`src/rtl/framer_misc_regs.svh`:
```
// register offsets, field positions and reset values of the framer control group
// assumes a 32-bit wishbone slave with registers in the low byte of each word
`ifndef FRAMER_MISC_REGS_SVH
`define FRAMER_MISC_REGS_SVH

// ****************************************
// register indices (byte address = 4 * index)
// ****************************************
`define IDX_INTERRUPT_STATUS   10'h118
`define IDX_INTERRUPT_ENABLE   10'h119
`define IDX_INTERRUPT_CONTROL  10'h11a
`define IDX_DL_SELECT          10'h11b
`define IDX_PERF_REPORT_CTRL   10'h11c
`define IDX_GAPPED_CLOCK_CTRL  10'h11d

// ****************************************
// field positions
// ****************************************
`define INTCTL_CLEAR_MODE_BIT  2
`define INTCTL_AUTOCLEAR_BIT   1
`define INTCTL_IRQ_ENABLE_BIT  0
`define DLS_ENABLE_LSB         2
`define DLS_ENABLE_MSB         4
`define DLS_SELECT_MSB         1
`define PERF_LOS_OE_BIT        6
`define GAPCLK_RATE_BIT        7

// ****************************************
// reset values and constants
// ****************************************
`define INTCTL_RESET           3'h0
`define DLS_ENABLE_RESET       3'h7
`define DLS_SELECT_RESET       2'h0
`define LOS_OE_RESET           1'h1
`define RATE_RESET             1'h0
`define FLAG_PATTERN           8'h7e
`define NUM_EVENTS             8
`define NUM_DL                 3

`endif

```
`src/rtl/framer_misc_pkg.sv`:
```
// types shared by the framer control group
// assumes framer_misc_regs.svh supplies the numeric constants
package framer_misc_pkg;

  // per-controller transmit state after an enable change
  typedef enum logic [1:0] {
    DL_ON,
    DL_OFF_IDLE,
    DL_OFF_ONES,
    DL_OFF_FLAGS
  } dl_state_t;

endpackage

```
`src/rtl/framer_misc_control_regs.sv`:
```
// per-channel framer control registers behind a classic wishbone slave
// assumes events, busy and mode inputs come from logic on i_clk
//
// Notes on behaviour
// - clear mode 0: reading status clears every status bit that was read set.
// - clear mode 1: status holds over reads, cleared by writing ones.
// - autoclear 0: interrupt enables are untouched by status reads.
// - autoclear 1: status read forces matching enable bits to zero.
// - framer interrupt enable at 0 blocks every interrupt from the channel.
// - bit-oriented controller disabled mid-message aborts and sends all ones.
// - message-oriented controller disabled mid-message sends repeated flags instead.
// - select code 00 and 11 pick controller one, 01 two, 10 three.
// - loss-of-signal output enable at 0 keeps the pin undriven always.
// - enable at 1 drives pin high on signal loss, low otherwise.
// - rate bit 0 selects standard 1.544 and 2.048 MHz reference clocks.
// - rate bit 1 selects 49.408 and 65.536 MHz reference clocks.
//
// Decided for this implementation: the Wishbone register port.
`include "framer_misc_regs.svh"

module framer_misc_control_regs
  import framer_misc_pkg::*;
(
  // clock, reset, enable
  input  wire logic                    i_clk,
  input  wire logic                    i_rst,
  input  wire logic                    i_ce,
  // wishbone slave
  input  wire logic                    i_wb_cyc,
  input  wire logic                    i_wb_stb,
  input  wire logic                    i_wb_we,
  input  wire logic [11:0]             i_wb_adr,
  input  wire logic [3:0]              i_wb_sel,
  input  wire logic [31:0]             i_wb_dat,
  output logic      [31:0]             o_wb_dat,
  output logic                         o_wb_ack,
  // framer events and interrupt
  input  wire logic [`NUM_EVENTS-1:0]  i_evt,
  output logic                         o_irq,
  // data-link controllers
  input  wire logic [`NUM_DL-1:0]      i_dl_busy,
  input  wire logic [`NUM_DL-1:0]      i_dl_bit_oriented,
  input  wire logic                    i_dl_bit_tick,
  output logic      [`NUM_DL-1:0]      o_dl_enable,
  output logic      [`NUM_DL-1:0]      o_dl_selected,
  output logic      [`NUM_DL-1:0]      o_dl_abort,
  output logic      [`NUM_DL-1:0]      o_dl_fill_bit,
  // loss-of-signal pin and reference clock rate
  input  wire logic                    i_rx_los,
  output logic                         o_rx_los_pin,
  output logic                         o_rx_los_pin_oe,
  output logic                         o_ref_clock_rate_sel
);

  // ****************************************
  // helpers
  // ****************************************
  function automatic logic hit(input logic [9:0] idx, input logic [9:0] adr);
    hit = (idx == adr);
  endfunction

  // controller select code to one-hot
  function automatic logic [`NUM_DL-1:0] sel_decode(input logic [1:0] code);
    case (code)
      2'h1:    sel_decode = 3'h2;
      2'h2:    sel_decode = 3'h4;
      default: sel_decode = 3'h1;
    endcase
  endfunction

  // ****************************************
  // state
  // ****************************************
  logic [2:0]              intctl_r;
  logic [2:0]              intctl_nxt;
  logic [`NUM_DL-1:0]      dl_en_r;
  logic [`NUM_DL-1:0]      dl_en_nxt;
  logic [1:0]              dl_sel_r;
  logic [1:0]              dl_sel_nxt;
  logic                    los_oe_r;
  logic                    los_oe_nxt;
  logic                    rate_r;
  logic                    rate_nxt;
  logic [`NUM_EVENTS-1:0]  ist_r;
  logic [`NUM_EVENTS-1:0]  ist_nxt;
  logic [`NUM_EVENTS-1:0]  ien_r;
  logic [`NUM_EVENTS-1:0]  ien_nxt;
  logic                    ack_r;
  logic                    ack_nxt;
  logic [31:0]             rdat_r;
  logic [31:0]             rdat_nxt;
  logic                    irq_r;
  logic                    irq_nxt;
  logic                    los_pin_r;
  logic                    los_pin_nxt;
  logic                    los_pin_oe_r;
  logic                    los_pin_oe_nxt;
  dl_state_t               dl_st_r  [`NUM_DL];
  dl_state_t               dl_st_nxt[`NUM_DL];
  logic [2:0]              flag_pos_r;
  logic [2:0]              flag_pos_nxt;
  logic [`NUM_DL-1:0]      abort_r;
  logic [`NUM_DL-1:0]      abort_nxt;
  logic [`NUM_DL-1:0]      fill_r;
  logic [`NUM_DL-1:0]      fill_nxt;
  logic [`NUM_DL-1:0]      selected_r;
  logic [`NUM_DL-1:0]      selected_nxt;

  // ****************************************
  // bus decode
  // ****************************************
  logic        acc;
  logic        rd;
  logic        wr;
  logic [9:0]  widx;
  logic [7:0]  wbyte;

  assign acc   = i_wb_cyc & i_wb_stb & ~ack_r;
  assign rd    = acc & ~i_wb_we;
  assign wr    = acc & i_wb_we & i_wb_sel[0];
  assign widx  = i_wb_adr[11:2];
  assign wbyte = i_wb_dat[7:0];

  // ****************************************
  // register file next values
  // ****************************************
  always_comb
  begin
    logic [`NUM_EVENTS-1:0] clr;
    clr        = '0;
    intctl_nxt = intctl_r;
    dl_en_nxt  = dl_en_r;
    dl_sel_nxt = dl_sel_r;
    los_oe_nxt = los_oe_r;
    rate_nxt   = rate_r;
    ien_nxt    = ien_r;
    ack_nxt    = acc;
    rdat_nxt   = '0;
    if (wr)
    begin
      if (hit(`IDX_INTERRUPT_CONTROL, widx))
        intctl_nxt = wbyte[2:0];
      if (hit(`IDX_DL_SELECT, widx))
      begin
        dl_en_nxt  = wbyte[`DLS_ENABLE_MSB:`DLS_ENABLE_LSB];
        dl_sel_nxt = wbyte[`DLS_SELECT_MSB:0];
      end
      if (hit(`IDX_PERF_REPORT_CTRL, widx))
        los_oe_nxt = wbyte[`PERF_LOS_OE_BIT];
      if (hit(`IDX_GAPPED_CLOCK_CTRL, widx))
        rate_nxt = wbyte[`GAPCLK_RATE_BIT];
      if (hit(`IDX_INTERRUPT_ENABLE, widx))
        ien_nxt = wbyte;
      // write-to-clear only in clear mode 1
      if (hit(`IDX_INTERRUPT_STATUS, widx) && intctl_r[`INTCTL_CLEAR_MODE_BIT])
        clr = wbyte;
    end
    if (rd && hit(`IDX_INTERRUPT_STATUS, widx))
    begin
      // reset upon read in clear mode 0
      if (!intctl_r[`INTCTL_CLEAR_MODE_BIT])
        clr = ist_r;
      if (intctl_r[`INTCTL_AUTOCLEAR_BIT])
        ien_nxt = ien_r & ~ist_r;
    end
    if (rd)
    begin
      case (widx)
        `IDX_INTERRUPT_STATUS:  rdat_nxt[7:0] = ist_r;
        `IDX_INTERRUPT_ENABLE:  rdat_nxt[7:0] = ien_r;
        `IDX_INTERRUPT_CONTROL: rdat_nxt[2:0] = intctl_r;
        `IDX_DL_SELECT:         rdat_nxt[4:0] = {dl_en_r, dl_sel_r};
        `IDX_PERF_REPORT_CTRL:  rdat_nxt[`PERF_LOS_OE_BIT] = los_oe_r;
        `IDX_GAPPED_CLOCK_CTRL: rdat_nxt[`GAPCLK_RATE_BIT] = rate_r;
        default:                rdat_nxt = '0;
      endcase
    end
    // new events win over a clear in the same cycle
    ist_nxt = (ist_r & ~clr) | i_evt;
    irq_nxt = intctl_nxt[`INTCTL_IRQ_ENABLE_BIT] & (|(ist_nxt & ien_nxt));
    los_pin_oe_nxt = los_oe_nxt;
    // high on loss, low with data
    los_pin_nxt = los_oe_nxt & i_rx_los;
  end

  always_ff @(posedge i_clk or posedge i_rst)
  begin
    if (i_rst)
    begin
      intctl_r     <= `INTCTL_RESET;
      dl_en_r      <= `DLS_ENABLE_RESET;
      dl_sel_r     <= `DLS_SELECT_RESET;
      los_oe_r     <= `LOS_OE_RESET;
      rate_r       <= `RATE_RESET;
      ist_r        <= '0;
      ien_r        <= '0;
      ack_r        <= 1'b0;
      rdat_r       <= '0;
      irq_r        <= 1'b0;
      los_pin_r    <= 1'b0;
      los_pin_oe_r <= `LOS_OE_RESET;
    end
    else if (i_ce)
    begin
      intctl_r     <= intctl_nxt;
      dl_en_r      <= dl_en_nxt;
      dl_sel_r     <= dl_sel_nxt;
      los_oe_r     <= los_oe_nxt;
      rate_r       <= rate_nxt;
      ist_r        <= ist_nxt;
      ien_r        <= ien_nxt;
      ack_r        <= ack_nxt;
      rdat_r       <= rdat_nxt;
      irq_r        <= irq_nxt;
      los_pin_r    <= los_pin_nxt;
      los_pin_oe_r <= los_pin_oe_nxt;
    end
  end

  // ****************************************
  // data-link controller fill
  // ****************************************
  // a single flag phase is shared; flags from all controllers align with each other
  always_comb
  begin
    flag_pos_nxt = flag_pos_r;
    if (i_dl_bit_tick)
      flag_pos_nxt = flag_pos_r + 3'h1;
    selected_nxt = sel_decode(dl_sel_nxt);
    for (int k = 0; k < `NUM_DL; k++)
    begin
      dl_st_nxt[k] = dl_st_r[k];
      case (dl_st_r[k])
        DL_ON:
        begin
          if (!dl_en_nxt[k])
          begin
            if (!i_dl_busy[k])
              dl_st_nxt[k] = DL_OFF_IDLE;
            else if (i_dl_bit_oriented[k])
              dl_st_nxt[k] = DL_OFF_ONES;
            else
              dl_st_nxt[k] = DL_OFF_FLAGS;
          end
        end
        DL_OFF_IDLE, DL_OFF_ONES, DL_OFF_FLAGS:
        begin
          if (dl_en_nxt[k])
            dl_st_nxt[k] = DL_ON;
        end
        default: dl_st_nxt[k] = DL_ON;
      endcase
      abort_nxt[k] = (dl_st_nxt[k] == DL_OFF_ONES) || (dl_st_nxt[k] == DL_OFF_FLAGS);
      // flag bits while aborted in message mode
      if (dl_st_nxt[k] == DL_OFF_FLAGS)
        fill_nxt[k] = 1'(`FLAG_PATTERN >> flag_pos_nxt);
      else
        fill_nxt[k] = 1'b1;
    end
  end

  always_ff @(posedge i_clk or posedge i_rst)
  begin
    if (i_rst)
    begin
      flag_pos_r <= 3'h0;
      selected_r <= 3'h1;
      abort_r    <= '0;
      fill_r     <= '1;
      for (int k = 0; k < `NUM_DL; k++)
        dl_st_r[k] <= DL_ON;
    end
    else if (i_ce)
    begin
      flag_pos_r <= flag_pos_nxt;
      selected_r <= selected_nxt;
      abort_r    <= abort_nxt;
      fill_r     <= fill_nxt;
      for (int k = 0; k < `NUM_DL; k++)
        dl_st_r[k] <= dl_st_nxt[k];
    end
  end

  // ****************************************
  // outputs
  // ****************************************
  assign o_wb_dat        = rdat_r;
  assign o_wb_ack        = ack_r;
  assign o_irq           = irq_r;
  assign o_dl_enable     = dl_en_r;
  assign o_dl_selected   = selected_r;
  assign o_dl_abort      = abort_r;
  assign o_dl_fill_bit   = fill_r;
  assign o_rx_los_pin    = los_pin_r;
  assign o_rx_los_pin_oe = los_pin_oe_r;
  // rate bit 0 keeps standard rates
  // rate bit 1 asks the clock generator for high rates
  assign o_ref_clock_rate_sel = rate_r;

endmodule // framer_misc_control_regs

```
`config.mk`:
```
export PLATFORM = sky130hd
export DESIGN_NAME = framer_misc_control_regs
export DESIGN_NICKNAME = d
export VERILOG_FILES = /design/src/rtl/framer_misc_pkg.sv /design/src/rtl/framer_misc_control_regs.sv
export VERILOG_INCLUDE_DIRS = /design/src /design/src/rtl
export SDC_FILE = /design/constraint.sdc
export NUM_CORES = 1
export LEC_CHECK = 0
export ABC_AREA = 0
export BUFFER_PORTS_ARGS = -buffer_cell sky130_fd_sc_hd__clkbuf_2
export CAP_MARGIN = 20
export CORE_ASPECT_RATIO = 0.8
export CORE_MARGIN = 5
export CORE_UTILIZATION = 36
export DETAILED_ROUTE_END_ITERATION = 10
export PLACE_DENSITY = 0.71
export SETUP_SLACK_MARGIN = 0.5
export SLEW_MARGIN = 20
export SYNTH_ARGS = -nofsm -noshare
export SYNTH_HDL_FRONTEND = slang
export SYNTH_SLANG_ARGS = --single-unit
```
`constraint.sdc`:
```
create_clock -name i_clk -period 3.3 [get_ports i_clk]
set_clock_uncertainty 0.1 [all_clocks]
set_input_delay 0.165 -clock i_clk [delete_from_list [all_inputs] [get_ports i_clk]]
set_output_delay 0.165 -clock i_clk [all_outputs]
set_load 0.02 [all_outputs]
```
==> results.md <==
* Run status: finished clean
* Worst-path fanout max at 5
* Die area at roughly 11000 µm²
* Final Cycle Share at 0.841
* WP data required at approximately 3400 ps
* Core area at 9000 µm²
* Pin count of the biggest net entering global routing at 39
* Hold Path End: ist_r[1]
* Total chip power at around 1.7 mW
* Die outline height at between 90 and 100 µm
* Buffers on Ports at 65
* Via-to-Cell Ratio at between 5 and 6
* Clk sink count at 55
* Final ANT Viol Nets at 0
* Share of cells above drive strength 1 at 0.260
* Reg2Reg Depth at 8
* Vias in the first global route at a little under 3000
* R2R Path Start: o_wb_ack
* Clock tree buffer depth at 2
* Seq/Total Area, Yosys at 0.419
* Pwr per Cell Area at around 440 nW/µm²
* Worst Setup Path Type: flip-flop to flip-flop
* Synth warn at 0
* Final setup viols at 0
* Max incr delay on CP at slightly below 600 ps
* Least-Margin Pin Slew at 806 ps
* DRT Pass-1 Iters at 5
* First-pass GRT wire length at between 10 and 15 mm
* Wirelength per Cell at 17.3 µm
* Max-Cap Viols at 0
* RePlAce Congestion at roughly 0.89
* Max-slew violations at 0
* DRT Wirelength at roughly 9.5 mm
* Fillcell total at 879
* Slowest stage cell, crit path: or4bb_4
* Congestion Overflow GR at 0
* Unique cell type count in the Yosys netlist at 56
* Worst-skew pair later-pin latency at ~300 ps
* Slew headroom at 0.462
* RSZ-0062 raised after global routing: false
* Post-Route Setup TNS at 0 ps
* DP Area at roughly 3700 µm²
* # IOs at about 120
* Worst IR Drop VDD at 0.000195 V
* Mean Syn Cell Area at 9.05 µm²
* Worst Hold Depth at 2
* Clock buffer count from CTS at 5
* Min-Delay Path Class: input pin to flip-flop
* Fmax at approximately 360 MHz
* Die Width at between 100 and 150 µm
* Final nets at 506
* Post-DP HPWL at around 7.0 mm
* Worst-path clk slew at roughly 70 ps
* Worst setup SP type: flip-flop
* Final Hold Viols at 0
* CTS root buf: clkbuf_16
* Rows at 31
* Post-synth EDFFs at 0
* Async SR Flop Fraction at 1.00
* Synth Flop Type: dfrtp_1
* Critical Path Sink Type: flip-flop
* H-tree depth at 2
* TritonCTS clock tree: yes
* Initial DRC count at ~240
* Reg2Reg Setup Slack at about 530 ps
* Tot GR Track Use at 0.171
* Most frequent cells in the layout: clkbuf_2, dfrtp_1, nor2_1, nand2_1, a21oi_1
* Final instance area at around 3900 µm²
* Vias at 3017
* Gate Count Post-Synth at approximately 370
* Min Tclk post-route at approximately 2800 ps
* Initial core utilization at 0.368
* Lkg Pwr at 1.74 nW
* Hold Crit Start: i_evt[1]
* Area Growth Syn to Fin at 17.9%
* Crit-path cells: or4bb_4 -> nor4_4 -> buf_4 -> nand2_1 -> a22o_1 -> a222oi_1 -> nor4b_4 -> o2bb2ai_1
* Diode count at 0
* Synth Register Bits at 55
* Synth Cell Area at between 3000 and 4000 µm²
* Initial antenna violation count at 0
* Arr. time, crit path at around 2800 ps
* FF-to-FF End: o_irq
* Commonest non-fill, non-tap cell in the layout: clkbuf_2
* Drc violations at 0
-- state kept, by name (all words and copies together) (netlist names), 3 cells and up --
register,count
intctl_r,3
o_wb_dat,8
o_dl_enable,3
o_dl_selected,3
o_dl_fill_bit,3
flag_pos_r,3
ien_r,8
ist_r,8
dl_st_r,6
o_dl_abort,3
-- cells by family after synthesis --
group | count (synthesis) | share of synthesized area
other cells | 1 | 0.00113
xor+xnor | 3 | 0.00793
buf+inv | 59 | 0.0967
flops | 55 | 0.419
fa+ha+maj | 3 | 0.0113
mux | 21 | 0.0672
simple gates | 124 | 0.198
compound gates | 100 | 0.199
-- stage by stage --
step	setup slack, ps	util	hold WS (ps)	std cells
floorplan	705	-	178	389
global placement	519	0.409	253	536
detailed placement	494	0.409	255	536
CTS	516	0.430	37.4	547
global route	493	0.434	46.9	549
finish	526	0.434	45.7	549
-- where the power goes --
group	total (mW)	switching, mW	internal [mW]
Combinational	0.362	0.223	0.138
Sequential	0.805	0.0573	0.748
Clock	0.569	0.246	0.323
Total	1.74	0.527	1.21
-- how the worst max path moves through the flow --
stage	start	endpoint	slack (ps)	cells past startpoint
after floorplan	o_wb_ack	o_dl_selected[0]	710	9
after global placement	i_wb_adr[9]	o_irq	520	8
after detailed placement	i_wb_adr[9]	o_dl_fill_bit[2]	490	9
after CTS	o_wb_ack	o_irq	520	8
after global routing	o_wb_ack	o_irq	490	8
final	o_wb_ack	o_irq	530	8
-- what timing repair did --
action | 4_1_cts | 5_1_grt
endpoints found under the hold margin | 32 | 0
hold buffers | 3 | 0
resized for setup | 0 | 3
setup buffers | 0 | 2
endpoints found under the setup margin | 0 | 1
-- per-layer routing --
| layer | up-vias | track usage | wire length, µm |
|---|---|---|---|
| met5 | - | 0 | 0 |
| met4 | 0 | 0.0564 | 139 |
| met3 | 12 | 0.0478 | 836 |
| met2 | 114 | 0.264 | 4320 |
| met1 | 1473 | 0.230 | 4190 |
| li1 | 1418 | - | - |
-- synthesized netlist by cell type (4+ instances only) --
master | number | area [µm²]
dfrtp_1 | 47 | 1180
nand2_1 | 35 | 131
nor2_1 | 35 | 131
a21oi_1 | 27 | 135
buf_4 | 24 | 180
o21ai_0 | 19 | 95.1
inv_1 | 17 | 63.8
clkbuf_1 | 16 | 60.1
nand4_1 | 15 | 93.8
a31oi_1 | 11 | 68.8
mux2i_1 | 11 | 110
o2bb2ai_1 | 11 | 96.3
mux2_2 | 10 | 113
dfstp_2 | 8 | 210
a22o_1 | 5 | 43.8
and3_1 | 4 | 25.0
nand3_1 | 4 | 20.0
nor3_1 | 4 | 20.0
nor4b_1 | 4 | 35.0
-- critical path: cells and delay by family (launching register included) --
kind | cells | cell delay, ps
buffers and inverters | 1 | 160
and+or+nand+nor | 4 | 1160
DFF | 1 | 420
AOI/OAI and AO/OA | 3 | 800
-- area by class of cell --
type	count	area, µm²	area share
Multi-Input combinational cell	275	1710	0.439
Inverter	17	63.8	0.0163
Clock inverter	1	7.51	0.00192
Clock buffer	7	153	0.0391
Sequential cell	55	1390	0.355
Timing Repair Buffer	79	438	0.112
Tap cell	115	144	0.0368
No activity file was read; power rests on OpenSTA's default activity.
